**src/verilog/fspsl_regs.vh**
```
// Command codes, status bit positions, reset values and timing counts
`ifndef FSPSL_REGS_VH
`define FSPSL_REGS_VH

// Command codes on the low data byte
`define FSPSL_CMD_READ_ARRAY 8'hFF
`define FSPSL_CMD_READ_STATUS 8'h70
`define FSPSL_CMD_CLEAR_STATUS 8'h50
`define FSPSL_CMD_PROG_SETUP 8'h40
`define FSPSL_CMD_PROG_SETUP_ALT 8'h10
`define FSPSL_CMD_ERASE_SETUP 8'h20
`define FSPSL_CMD_BULK_SETUP 8'h30
`define FSPSL_CMD_CONFIRM 8'hD0
`define FSPSL_CMD_SUSPEND 8'hB0

// Data word that ends bulk factory-program streaming
`define FSPSL_BULK_EXIT_DATA 16'hFFFF

// Bit positions in partition_status
`define FSPSL_SR_READY 7
`define FSPSL_SR_ERASE_SUSP 6
`define FSPSL_SR_ERASE_ERR 5
`define FSPSL_SR_PROG_ERR 4
`define FSPSL_SR_SUPPLY_LOCK 3
`define FSPSL_SR_PROG_SUSP 2
`define FSPSL_SR_LOCK_VIOL 1
`define FSPSL_SR_OTHER_BUSY 0

// Upper byte of a status read
`define FSPSL_STATUS_HIGH 8'h00

// Reset values
`define FSPSL_ERR_RESET 1'b0
`define FSPSL_DATA_RESET 16'h0000

// Default operation lengths in clock cycles
`define FSPSL_PROG_CYCLES 16'h0040
`define FSPSL_ERASE_CYCLES 16'h0400
`define FSPSL_BULK_CYCLES 16'h0010

`endif

```
**src/verilog/fspsl_busy_enc.v**
```verilog
// Joint encoding of the ready and other-partition-busy status bits
module fspsl_busy_enc #(
  parameter PW = 3
) (
  input wire op_busy_in,
  input wire bulk_mode_in,
  input wire bulk_pulse_in,
  input wire [PW-1:0] busy_part_in,
  input wire [PW-1:0] addr_part_in,
  output reg state_machine_ready_out,
  output reg other_partition_busy_out
);

  always @* begin
    state_machine_ready_out = 1'b1;
    other_partition_busy_out = 1'b0;
    if (bulk_mode_in) begin
      // Ready for data / finished = 00, pulsing or verifying = 01
      state_machine_ready_out = 1'b0;
      other_partition_busy_out = bulk_pulse_in;
    end else if (op_busy_in) begin
      state_machine_ready_out = 1'b0;
      // Addressed partition busy = 00, another partition busy = 01
      other_partition_busy_out = (busy_part_in != addr_part_in);
    end
    // Idle or exited = 10; 11 is never produced
  end

endmodule // fspsl_busy_enc

```
**src/verilog/fspsl_status.v**
```verilog
// Per-partition status logic and program/erase sequencer of a flash device
// Summary of operation
// - Ready bit is low while program or erase runs, high when idle.
// - Erase-suspended bit is one only while an erase is suspended.
// - Erase-error bit set on erase failure; part of command sequence error.
// - Program-error bit set on program failure; part of sequence error.
// - Supply-lockout bit set when operation blocked by low programming supply.
// - Program-suspended bit is one only while a program is suspended.
// - Lock-violation bit set when program or erase targets a locked block.
// - Other-busy bit set while another partition programs or erases.
// - Both busy bits zero: addressed partition busy, no other active.
// - Ready zero, other-busy one: another partition is busy.
// - Ready one, other-busy zero: idle; suspend bits show suspensions.
// - Both busy bits are never one together.
// - Bulk mode: 00 ready/done, 01 pulsing/verifying, 10 exited.
// - Clear-status clears only lock, supply, program and erase error bits.
// - Busy and suspend bits change only by the sequencer.
// - Clear-status returns the addressed partition to array read.
// - Reset clears the status register as well.
// - Reads of other partitions are served while a program runs.
// - Reads of other partitions are served while an erase runs.
// - One program or erase at a time; overlap is a sequence error.
// - Factory programming uses its own bulk setup command and confirm.
// - Per-partition status, read on low byte, upper byte zero.
`include "fspsl_regs.vh"
module fspsl_status #(
  parameter NP = 8,
  parameter PW = 3,
  parameter [15:0] PROG_CYCLES = `FSPSL_PROG_CYCLES,
  parameter [15:0] ERASE_CYCLES = `FSPSL_ERASE_CYCLES,
  parameter [15:0] BULK_CYCLES = `FSPSL_BULK_CYCLES
) (
  input wire mclk_in,
  input wire rst_in,
  input wire wr_in,
  input wire rd_in,
  input wire [PW-1:0] part_in,
  input wire [15:0] data_in,
  input wire [15:0] array_data_in,
  input wire block_locked_in,
  input wire supply_low_in,
  input wire op_fail_in,
  output reg [15:0] data_out,
  output reg data_valid_out,
  output wire state_machine_ready_out,
  output wire program_busy_out,
  output wire erase_busy_out,
  output wire [PW-1:0] op_part_out
);

  localparam [6:0] ST_IDLE = 7'h01;
  localparam [6:0] ST_PROG_SET = 7'h02;
  localparam [6:0] ST_ERASE_SET = 7'h04;
  localparam [6:0] ST_BULK_SET = 7'h08;
  localparam [6:0] ST_RUN = 7'h10;
  localparam [6:0] ST_BULK = 7'h20;
  localparam [6:0] ST_BULK_PULSE = 7'h40;

  reg [6:0] state;
  reg [6:0] next_state;
  reg [15:0] cnt;
  reg [15:0] next_cnt;
  reg op_erase;
  reg next_op_erase;
  reg [PW-1:0] op_part;
  reg [PW-1:0] next_op_part;
  reg prog_susp;
  reg next_prog_susp;
  reg erase_susp;
  reg next_erase_susp;
  reg [NP-1:0] status_mode;
  reg [NP-1:0] next_status_mode;
  reg [NP-1:0] err_lock;
  reg [NP-1:0] err_supply;
  reg [NP-1:0] err_prog;
  reg [NP-1:0] err_erase;
  reg [NP-1:0] set_lock;
  reg [NP-1:0] set_supply;
  reg [NP-1:0] set_prog;
  reg [NP-1:0] set_erase;
  reg [NP-1:0] clr_err;

  wire [7:0] cmd;
  wire [NP-1:0] part_sel;
  wire [NP-1:0] op_sel;
  wire op_busy;
  wire bulk_mode;
  wire ready_bit;
  wire other_bit;
  wire [7:0] status_byte;

  // One-hot select of a partition index
  function [NP-1:0] part_onehot;
    input [PW-1:0] idx;
    begin
      part_onehot = {{(NP-1){1'b0}}, 1'b1} << idx;
    end
  endfunction

  // Program setup accepts both codes; factory programming has its own bulk setup code
  function is_prog_setup;
    input [7:0] c;
    begin
      is_prog_setup = (c == `FSPSL_CMD_PROG_SETUP) ||
        (c == `FSPSL_CMD_PROG_SETUP_ALT);
    end
  endfunction

  // Commands that start a program or erase sequence
  function is_op_start;
    input [7:0] c;
    begin
      is_op_start = is_prog_setup(c) ||
        (c == `FSPSL_CMD_ERASE_SETUP) ||
        (c == `FSPSL_CMD_BULK_SETUP);
    end
  endfunction

  assign cmd = data_in[7:0];
  assign part_sel = part_onehot(part_in);
  assign op_sel = part_onehot(op_part);
  assign op_busy = (state == ST_RUN);
  assign bulk_mode = (state == ST_BULK) || (state == ST_BULK_PULSE);

  fspsl_busy_enc #(
    .PW(PW)
  ) i_fspsl_busy_enc (
    .op_busy_in(op_busy),
    .bulk_mode_in(bulk_mode),
    .bulk_pulse_in(state == ST_BULK_PULSE),
    .busy_part_in(op_part),
    .addr_part_in(part_in),
    .state_machine_ready_out(ready_bit),
    .other_partition_busy_out(other_bit)
  );

  // Status of the addressed partition; suspend bits are device wide
  assign status_byte = {
    ready_bit,
    erase_susp,
    err_erase[part_in],
    err_prog[part_in],
    err_supply[part_in],
    prog_susp,
    err_lock[part_in],
    other_bit
  };

  assign state_machine_ready_out = ~(op_busy || bulk_mode);
  assign program_busy_out = (op_busy && !op_erase) || bulk_mode;
  assign erase_busy_out = op_busy && op_erase;
  assign op_part_out = op_part;

  always @* begin
    next_state = state;
    next_cnt = cnt;
    next_op_erase = op_erase;
    next_op_part = op_part;
    next_prog_susp = prog_susp;
    next_erase_susp = erase_susp;
    next_status_mode = status_mode;
    set_lock = {NP{1'b0}};
    set_supply = {NP{1'b0}};
    set_prog = {NP{1'b0}};
    set_erase = {NP{1'b0}};
    clr_err = {NP{1'b0}};
    // Read-mode commands act anywhere but in bulk streaming and program data
    if (wr_in && !bulk_mode && state != ST_PROG_SET) begin
      if (cmd == `FSPSL_CMD_READ_ARRAY) begin
        next_status_mode = status_mode & ~part_sel;
      end
      if (cmd == `FSPSL_CMD_READ_STATUS) begin
        next_status_mode = status_mode | part_sel;
      end
      if (cmd == `FSPSL_CMD_CLEAR_STATUS) begin
        clr_err = part_sel;
        next_status_mode = status_mode & ~part_sel;
      end
    end
    case (state)
      ST_IDLE: begin
        if (wr_in && is_op_start(cmd)) begin
          next_status_mode = status_mode | part_sel;
          next_op_part = (prog_susp || erase_susp) ? op_part : part_in;
          if (prog_susp || erase_susp) begin
            // A suspended operation still owns the sequencer
            set_prog = part_sel;
            set_erase = part_sel;
          end else if (is_prog_setup(cmd)) begin
            next_state = ST_PROG_SET;
          end else if (cmd == `FSPSL_CMD_ERASE_SETUP) begin
            next_state = ST_ERASE_SET;
          end else begin
            next_state = ST_BULK_SET;
          end
        end else if (wr_in && cmd == `FSPSL_CMD_CONFIRM &&
                     (prog_susp || erase_susp)) begin
          // Resume the suspended operation where it stopped
          next_prog_susp = 1'b0;
          next_erase_susp = 1'b0;
          next_state = ST_RUN;
        end
      end
      ST_PROG_SET: begin
        if (wr_in) begin
          next_op_erase = 1'b0;
          if (block_locked_in) begin
            set_lock = op_sel;
            next_state = ST_IDLE;
          end else if (supply_low_in) begin
            set_supply = op_sel;
            next_state = ST_IDLE;
          end else begin
            next_cnt = PROG_CYCLES;
            next_state = ST_RUN;
          end
        end
      end
      ST_ERASE_SET: begin
        if (wr_in) begin
          next_op_erase = 1'b1;
          if (cmd != `FSPSL_CMD_CONFIRM) begin
            set_prog = op_sel;
            set_erase = op_sel;
            next_state = ST_IDLE;
          end else if (block_locked_in) begin
            set_lock = op_sel;
            next_state = ST_IDLE;
          end else if (supply_low_in) begin
            set_supply = op_sel;
            next_state = ST_IDLE;
          end else begin
            next_cnt = ERASE_CYCLES;
            next_state = ST_RUN;
          end
        end
      end
      ST_BULK_SET: begin
        if (wr_in) begin
          next_op_erase = 1'b0;
          if (cmd != `FSPSL_CMD_CONFIRM) begin
            set_prog = op_sel;
            set_erase = op_sel;
            next_state = ST_IDLE;
          end else if (block_locked_in) begin
            set_lock = op_sel;
            set_prog = op_sel;
            next_state = ST_IDLE;
          end else if (supply_low_in) begin
            set_supply = op_sel;
            set_prog = op_sel;
            next_state = ST_IDLE;
          end else begin
            next_state = ST_BULK;
          end
        end
      end
      ST_RUN: begin
        if (wr_in && cmd == `FSPSL_CMD_SUSPEND) begin
          next_erase_susp = op_erase;
          next_prog_susp = ~op_erase;
          next_state = ST_IDLE;
        end else if (wr_in && is_op_start(cmd)) begin
          // Second program or erase while one runs is refused
          set_prog = part_sel;
          set_erase = part_sel;
        end
        if (!(wr_in && cmd == `FSPSL_CMD_SUSPEND)) begin
          if (cnt == 16'h0000) begin
            if (op_fail_in && op_erase) begin
              set_erase = set_erase | op_sel;
            end
            if (op_fail_in && !op_erase) begin
              set_prog = set_prog | op_sel;
            end
            next_state = ST_IDLE;
          end else begin
            next_cnt = cnt - 16'h0001;
          end
        end
      end
      ST_BULK: begin
        if (wr_in) begin
          if (data_in == `FSPSL_BULK_EXIT_DATA) begin
            next_state = ST_IDLE;
          end else begin
            next_cnt = BULK_CYCLES;
            next_state = ST_BULK_PULSE;
          end
        end
      end
      ST_BULK_PULSE: begin
        if (cnt == 16'h0000) begin
          if (op_fail_in) begin
            set_prog = op_sel;
          end
          next_state = ST_BULK;
        end else begin
          next_cnt = cnt - 16'h0001;
        end
      end
      default: begin
        next_state = ST_IDLE;
      end
    endcase
  end

  // Error bits: set wins over clear, bits accumulate until cleared
  always @(posedge mclk_in) begin
    if (rst_in) begin
      err_lock <= {NP{`FSPSL_ERR_RESET}};
      err_supply <= {NP{`FSPSL_ERR_RESET}};
      err_prog <= {NP{`FSPSL_ERR_RESET}};
      err_erase <= {NP{`FSPSL_ERR_RESET}};
    end else begin
      err_lock <= (err_lock & ~clr_err) | set_lock;
      err_supply <= (err_supply & ~clr_err) | set_supply;
      err_prog <= (err_prog & ~clr_err) | set_prog;
      err_erase <= (err_erase & ~clr_err) | set_erase;
    end
  end

  // Sequencer state, suspend bits and read modes
  always @(posedge mclk_in) begin
    if (rst_in) begin
      state <= ST_IDLE;
      cnt <= 16'h0000;
      op_erase <= 1'b0;
      op_part <= {PW{1'b0}};
      prog_susp <= 1'b0;
      erase_susp <= 1'b0;
      status_mode <= {NP{1'b0}};
    end else begin
      state <= next_state;
      cnt <= next_cnt;
      op_erase <= next_op_erase;
      op_part <= next_op_part;
      prog_susp <= next_prog_susp;
      erase_susp <= next_erase_susp;
      status_mode <= next_status_mode;
    end
  end

  // Read port: status on low byte, array data otherwise
  always @(posedge mclk_in) begin
    if (rst_in) begin
      data_out <= `FSPSL_DATA_RESET;
      data_valid_out <= 1'b0;
    end else begin
      data_valid_out <= rd_in;
      if (rd_in) begin
        if (status_mode[part_in] || bulk_mode) begin
          data_out <= {`FSPSL_STATUS_HIGH, status_byte};
        end else begin
          // Array reads of any partition proceed during program and erase runs, not in bulk mode
          data_out <= array_data_in;
        end
      end
    end
  end

endmodule // fspsl_status
```
**config.mk**
```make
export PLATFORM = sky130hd
export DESIGN_NAME = fspsl_status
export DESIGN_NICKNAME = d
export VERILOG_FILES = /design/src/verilog/fspsl_busy_enc.v /design/src/verilog/fspsl_status.v
export VERILOG_INCLUDE_DIRS = /design/src /design/src/verilog
export SDC_FILE = /design/constraint.sdc
export NUM_CORES = 1
export LEC_CHECK = 0
export ABC_AREA = 1
export BUFFER_PORTS_ARGS = -buffer_cell sky130_fd_sc_hd__buf_2
export CAP_MARGIN = 0
export CORE_ASPECT_RATIO = 0.6
export CORE_UTILIZATION = 45
export CTS_BUF_LIST = sky130_fd_sc_hd__clkbuf_4 sky130_fd_sc_hd__clkbuf_8
export DETAILED_ROUTE_END_ITERATION = 8
export PLACE_DENSITY = 0.73
export SKIP_CTS_REPAIR_TIMING = 1
export SYNTH_ARGS = -nofsm -noshare
export SYNTH_HDL_FRONTEND = slang
export SYNTH_SLANG_ARGS = --single-unit
```
**constraint.sdc**
```tcl
create_clock -name mclk_in -period 1.6 [get_ports mclk_in]
set_input_delay 0.16 -clock mclk_in [delete_from_list [all_inputs] [get_ports mclk_in]]
set_output_delay 0.16 -clock mclk_in [all_outputs]
set_load 0.1 [all_outputs]
```
==> metrics, run 1 <==
CP Data Arrival Time=1850 ps; r2r setup slk=-240 ps; mean post-synth cell area=6.24 sq um; CP peak stage delay=370 ps; Num CTS Buffers=9; Layout Area Growth over Synthesis=40.3%; initial antenna violation count=0; placed cell area=7070 sq um; max-slew violations=0; maximum clock path buffer count=2; post-route cell area=7820 sq um; pwr dens=between 1000 and 1500 nW/um^2; Final setup viols=slightly above 70; Worst slew margin=0.487; violated checks=negative setup slack; unrepaired setup endpoints after global routing=true; worst min path class=in -> reg; input/output buffers=64; leading area contributor after synthesis=dfxtp_1; H-tree Lvls=3; Fin Hold WS=9.54 ps; ys async rst share=0; CP startpoint kind=flip-flop; DP Worst Slack=-250 ps; Sink Count=86; worst r2r path cells=11; die span in y=88.2 um; global-route wire length before repair=29.6 mm; Placer Congestion=roughly 0.96; reg2reg end=status_mode[1]; Fillers=1054; Die Width=146 um; FP Rows=31; drt drc=0; clk_lat worst skew=between 300 and 400 ps; Initial DRC Count=about 750; total track usage=0.293; f_max=approximately 500 MHz; Crit Path Max Fanout=4; CTS tree=yes; largest net degree at the start of global routing=54; cell count after placement=1221; Post-synth EDFFs=0; CP endpoint kind=output port; warnings from Yosys=0; die area=roughly 13000 sq um; Via Count=6687; maximum VDD drop=0.479 mV; Top FF cell, synth=dfxtp_1; worst hold path startpoint=array_data_in[15]; Ant. Diodes=0; Top Family by Delay on Critical Path=simple AND/OR/NAND/NOR gates; top-area cell type share of the netlist area=0.309; Final Hold Vio Count=0; vias per cell=5.34; Distinct cells, synth=33; Slowest-stage cell, CP=dfxtp_4; layout cells sized above 1=0.355; top cells by area, synth=dfxtp_1 (31%), nand2_1 (19%), nand3_1 (7.6%), nor2_1 (6.1%), nand4_1 (5.9%); post-synthesis sequential area ratio=0.309; final worst setup slack=-408 ps; status=finished with violations; Synthesized Nets=approximately 940; clk slew on worst S/H paths=100 ps; CORE AREA=12100 sq um; FF+latch count, synth=86; Post-Syn Area=5570 sq um; total chip power=approximately 8.4 mW; min cycle time layout=between 2000 and 2500 ps; grt ovf=0; IO Pins=65; Cells after Synth=893; final core occ=0.648; WHS Path Cells=3; CP cell instances=nor2_4 > nand2_4 > nor2_4 > inv_4 > buf_6 > nand2_8 > clkinvlp_4 > buf_6 > buf_12; Final ANT Viol Nets=0; vias in the first global route=5880; clk_skew=around 11 ps; worst r2r src=state[0]; Buf/Inv on CP=5; fin crit share=1.25; WS Path Type=reg -> out; leak pwr=approximately 3.7 nW; WL/cell=between 15 and 20 um; Worst Hold Endpoint=data_out[15]; DPL Wire Length=around 14 mm; Layout Nets=1126; post-route insts no fill=1253; setup TNS=-11300 ps; Critical Path RT=1440 ps; max-cap violation count=0; Initial Util=0.462; Tightest Pin Transition=between 700 and 800 ps; drt first pass iters=7; root buf cell=clkbuf_8; WL final=18.8 mm
[area by class of cell]
| class | instances | area [sq um] | area share |
|---|---|---|---|
| multi-input cells | 687 | 3800 | 0.486 |
| flip-flops and latches | 86 | 1750 | 0.223 |
| repair buffers | 207 | 1520 | 0.195 |
| inverters | 92 | 360 | 0.0461 |
| well taps | 165 | 206 | 0.0264 |
| clock buffers | 10 | 138 | 0.0176 |
| clock inverters | 6 | 51.3 | 0.00656 |
[flip-flops by register name, summed over array words and instances (netlist names)]
signal / count
erase_susp: 1
err_prog: 8
op_erase: 1
status_mode: 8
err_erase: 8
cnt: 16
state: 7
err_supply: 8
data_valid_out: 1
data_out: 16
err_lock: 8
prog_susp: 1
op_part_out: 3
[worst max path at each step]
stage	from	endpoint	depth (start not counted)
after floorplan	state[3]	state[0]	10
after global placement	cnt[4]	err_erase[4]	12
after detailed placement	cnt[4]	err_erase[4]	12
after CTS	state[0]	state_machine_ready_out	9
after global routing	state[0]	state_machine_ready_out	9
final	state[0]	state_machine_ready_out	9
[cell usage in the layout (no fill, tap or decap), types with 2 or more instances in the layout]
master,netlist,final
nand3_1,85,66
clkinv_1,5,4
clkbuf_8,0,10
buf_6,1,7
nor2_1,90,78
clkinv_4,0,2
buf_4,4,131
buf_12,0,7
nand4_1,53,53
and2_1,2,2
buf_2,6,61
nor2_4,6,18
a21oi_1,60,44
dfxtp_2,0,4
nand2_4,2,4
inv_4,1,4
dfxtp_4,0,5
o21ai_1,0,6
nand2_2,17,32
nor2_2,8,8
a21oi_2,10,26
dfxtp_1,86,77
nand3_4,0,7
nor3_2,0,6
o21ai_0,25,17
nor2_8,3,3
clkinvlp_4,0,3
nand2_1,278,259
xor2_1,5,5
nor3_1,15,9
inv_1,77,74
xnor2_1,5,5
inv_2,9,9
o21ai_2,2,3
nand2_8,0,2
nand3_2,15,28
[report_power, final]
part | switching (mW) | internal (mW)
clock | 0.923 | 0.630
sequential | 0.112 | 2.29
combinational | 2.71 | 1.77
total | 3.75 | 4.69
[Yosys cell counts, types with 2 or more instances]
| cell type | n |
|---|---|
| buf_4 | 4 |
| nor2_4 | 6 |
| inv_1 | 77 |
| a21oi_2 | 10 |
| clkbuf_1 | 14 |
| nor2_8 | 3 |
| dfxtp_1 | 86 |
| nor3_1 | 15 |
| nand2_2 | 17 |
| and2_1 | 2 |
| buf_1 | 2 |
| nand2_4 | 2 |
| xor2_1 | 5 |
| nand3_1 | 85 |
| nand3_2 | 15 |
| nor2_2 | 8 |
| nand2_1 | 278 |
| xnor2_1 | 5 |
| a211oi_1 | 2 |
| buf_2 | 6 |
| clkinv_1 | 5 |
| nor2_1 | 90 |
| inv_2 | 9 |
| o21ai_2 | 2 |
| nand4_1 | 53 |
| a21oi_1 | 60 |
| o21ai_0 | 25 |
| buf_8 | 2 |
[cell families (layout without fill, tap and decap cells)]
| family | count (synthesis) | after routing | synth area share |
|---|---|---|---|
| and+or+nand+nor | 576 | 577 | 0.484 |
| buffers and inverters | 121 | 315 | 0.0914 |
| AOI/OAI and AO/OA | 99 | 99 | 0.0979 |
| DFF | 86 | 86 | 0.309 |
| xor gates and xnor gates | 10 | 10 | 0.0157 |
| adders and majority gates | 1 | 1 | 0.00224 |
[worst register-to-register path, delay by kind of cell (launching register included)]
family                 cells  cell delay [ps]
AOI/OAI and AO/OA          1              120
and+or+nand+nor            7              810
DFF                        1              370
buffers and inverters      3              470
[per-layer routing]
layer | track usage | up-vias | part of all wire | wire length [um]
li1 | - | 3305 | - | -
met1 | 0.428 | 3023 | 0.48 | 9020
met2 | 0.405 | 331 | 0.40 | 7460
met3 | 0.0938 | 28 | 0.11 | 2080
met4 | 0.0833 | 0 | 0.014 | 258
met5 | 0 | - | 0 | 0
No activity file was read; power rests on OpenSTA's default activity.
==> inputs of run 2 (changes only) <==
--- a/config.mk
+++ b/config.mk
@@ -7,13 +7,13 @@
 export NUM_CORES = 1
 export LEC_CHECK = 0
 export ABC_AREA = 1
-export BUFFER_PORTS_ARGS = -buffer_cell sky130_fd_sc_hd__buf_2
 export CAP_MARGIN = 0
 export CORE_ASPECT_RATIO = 0.6
 export CORE_UTILIZATION = 45
 export CTS_BUF_LIST = sky130_fd_sc_hd__clkbuf_4 sky130_fd_sc_hd__clkbuf_8
 export DETAILED_ROUTE_END_ITERATION = 8
-export PLACE_DENSITY = 0.73
+export DONT_BUFFER_PORTS = 1
+export PLACE_DENSITY = 0.68
 export SKIP_CTS_REPAIR_TIMING = 1
 export SYNTH_ARGS = -nofsm -noshare
 export SYNTH_HDL_FRONTEND = slang
==> run 2 against run 1 <==
Net effect: the run ends with design-rule violations, negative setup slack left; count of clock-buffer cells in the layout decreased by 1; total power increased by 3.4%; clock skew about the same; utilization is 2.1 points higher.
==> metrics, run 2 (same netlist as run 1, synthesis figures left out) <==
status=finished with violations (unchanged); violated checks=design-rule violations, negative setup slack (was negative setup slack); Num CTS Buffers=9 (unchanged); input/output buffers=0 (was 64); post-route cell area=8080 sq um (was 7820 sq um); CP endpoint kind=output port (unchanged); WL/cell=16.0 um (was 15.0 um); Layout Area Growth over Synthesis=44.9% (was 40.3%); Critical Path RT=1440 ps (about the same); total track usage=0.289 (was 0.293); max-slew violations=0 (unchanged); H-tree Lvls=3 (unchanged); drt drc=2 (was 0); WHS Path Cells=2 (was 3); Crit Path Max Fanout=5 (was 4); DP Worst Slack=-191 ps (was -250 ps); die span in y=88.2 um (unchanged); Placer Congestion=0.986 (was 0.959); Final Hold Vio Count=0 (unchanged); WL final=19.8 mm (was 18.8 mm); clk_lat worst skew=380 ps (about the same); IO Pins=65 (unchanged); Final setup viols=81 (was 72); Worst Hold Endpoint=data_valid_out (was data_out[15]); gr busiest metal=met1 (unchanged); r2r setup slk=-230 ps (was -240 ps); Most Frequent Cell on Critical Path=nor2_4; clk_skew=11.0 ps (was 10.9 ps); worst r2r path cells=12 (was 11); layout cells sized above 1=0.345 (was 0.355); Initial Util=0.462 (unchanged); min cycle time layout=1940 ps (was 2010 ps); commonest non-fill, non-tap cell in the layout=nand2_1 (unchanged); largest net degree at the start of global routing=55 (was 54); unrepaired setup endpoints after global routing=true (unchanged); clk slew on worst S/H paths=100 ps (about the same); reg2reg end=cnt[14] (was status_mode[1]); Slowest-stage cell, CP=dfxtp_4 (unchanged); Final ANT Viol Nets=0 (unchanged); Initial DRC Count=761 (was 752); vias in the first global route=5682 (was 5880); initial antenna violation count=0 (unchanged); Fin Hold WS=3.45 ps (was 9.54 ps); Worst slew margin=0.473 (was 0.487); Layout Nets=1112 (was 1126); CP startpoint kind=flip-flop (unchanged); fin crit share=1.21 (was 1.25); Via Count=6715 (was 6687); final worst setup slack=-336 ps (was -408 ps); CTS tree=yes (unchanged); CP Data Arrival Time=1780 ps (was 1850 ps); maximum clock path buffer count=2 (unchanged); worst min path class=in -> reg (unchanged); placed cell area=6950 sq um (was 7070 sq um); Sink Count=86 (unchanged); WS Path Type=reg -> out (unchanged); Top Family by Delay on Critical Path=simple AND/OR/NAND/NOR gates (unchanged); top flop regs=cnt: 16 flops, data_out: 16 flops (unchanged); Ant. Diodes=0 (unchanged); leak pwr=3.68 nW (was 3.66 nW); CP peak stage delay=370 ps (about the same); most frequent cells in the layout=nand2_1 (248), buf_4 (149), dfxtp_1 (75), inv_1 (73), nor2_1 (73) (was nand2_1 (259), buf_4 (131), nor2_1 (78), dfxtp_1 (77), inv_1 (74)); worst hold path startpoint=rd_in (was array_data_in[15]); maximum VDD drop=0.542 mV (was 0.479 mV); Tightest Pin Transition=788 ps (was 769 ps); CP cell instances=nor2_4 > nand2_4 > nor2_4 > inv_4 > buf_6 > o21ai_4 > buf_12 (was nor2_4 > nand2_4 > nor2_4 > inv_4 > buf_6 > nand2_8 > clkinvlp_4 > buf_6 > buf_12); max-cap violation count=0 (unchanged); met3 Track Usage GR=0.0938 (unchanged); CORE AREA=12100 sq um (unchanged); root buf cell=clkbuf_8 (unchanged); global-route wire length before repair=29.0 mm (was 29.6 mm); DPL Wire Length=13.9 mm (about the same); drt first pass iters=7 (unchanged); f_max=516 MHz (was 498 MHz); met1 usage=0.438 (was 0.428); grt ovf=0 (unchanged); Die Width=146 um (unchanged); FP Rows=31 (unchanged); met2 Use GR=0.380 (was 0.405); total chip power=8.73 mW (was 8.44 mW); vias per cell=5.42 (was 5.34); die area=12900 sq um (unchanged); worst r2r src=state[0] (unchanged); Buf/Inv on CP=3 (was 5); pwr dens=1080 nW/um^2 (about the same)
==> run 2: cell count changes in the layout (fill, tap and decap cells not counted), sizes merged <==
cell and change:
buf -27, clkinv +4, clkinvlp -2, dlygate4sd3 +13, inv -1, nand3 -1
==> run 2: per-stage QoR <==
| stage | TNS (ps) | utilization | instances |
|---|---|---|---|
| 2_1_floorplan | -879 | - | 893 |
| 4_1_cts | -10770 | 0.592 | 1200 |
| 3_3_place_gp | -5110 | 0.576 | 1184 |
| 6_report | -8710 | 0.670 | 1239 |
| 5_1_grt | -15630 | 0.670 | 1239 |
| 3_5_place_dp | -7470 | 0.576 | 1184 |
==> run 2: layout make-up <==
| class | count | area [sq um] |
|---|---|---|
| Clock inverter | 7 | 76.3 |
| Inverter | 92 | 369 |
| Multi-Input combinational cell | 686 | 3800 |
| Fill cell | 1045 | 3990 |
| Sequential cell | 86 | 1750 |
| Clock buffer | 9 | 124 |
| Tap cell | 165 | 206 |
| Timing Repair Buffer | 194 | 1750 |
==> run 2: how the worst max path moves through the flow <==
stage,startpoint,endpoint,depth (start not counted)
after global routing,state[0],program_busy_out,7
final,state[0],program_busy_out,7
after global placement,state[0],cnt[4],12
after CTS,state[0],program_busy_out,7
after floorplan,state[3],state[0],10
after detailed placement,state[4],op_part_out[2],9
==> run 2: power by group <==
part	total, mW	switching, mW	internal [mW]
registers	2.40	0.108	2.29
logic	4.75	2.74	2.00
clock network	1.59	0.969	0.619
==> run 2: worst reg2reg max path: cells and delay by family, from the launching register on <==
kind | cells | cell delay (ps)
buffers and inverters | 2 | 330
AOI/OAI and AO/OA | 1 | 40
and+or+nand+nor | 9 | 980
DFF | 1 | 370
==> run 2: per-layer routing <==
| metal | routed length [um] | up-vias |
|---|---|---|
| met5 | 0 | - |
| met4 | 240 | 0 |
| met3 | 2370 | 26 |
| met2 | 7820 | 382 |
| met1 | 9370 | 3037 |
| li1 | - | 3270 |
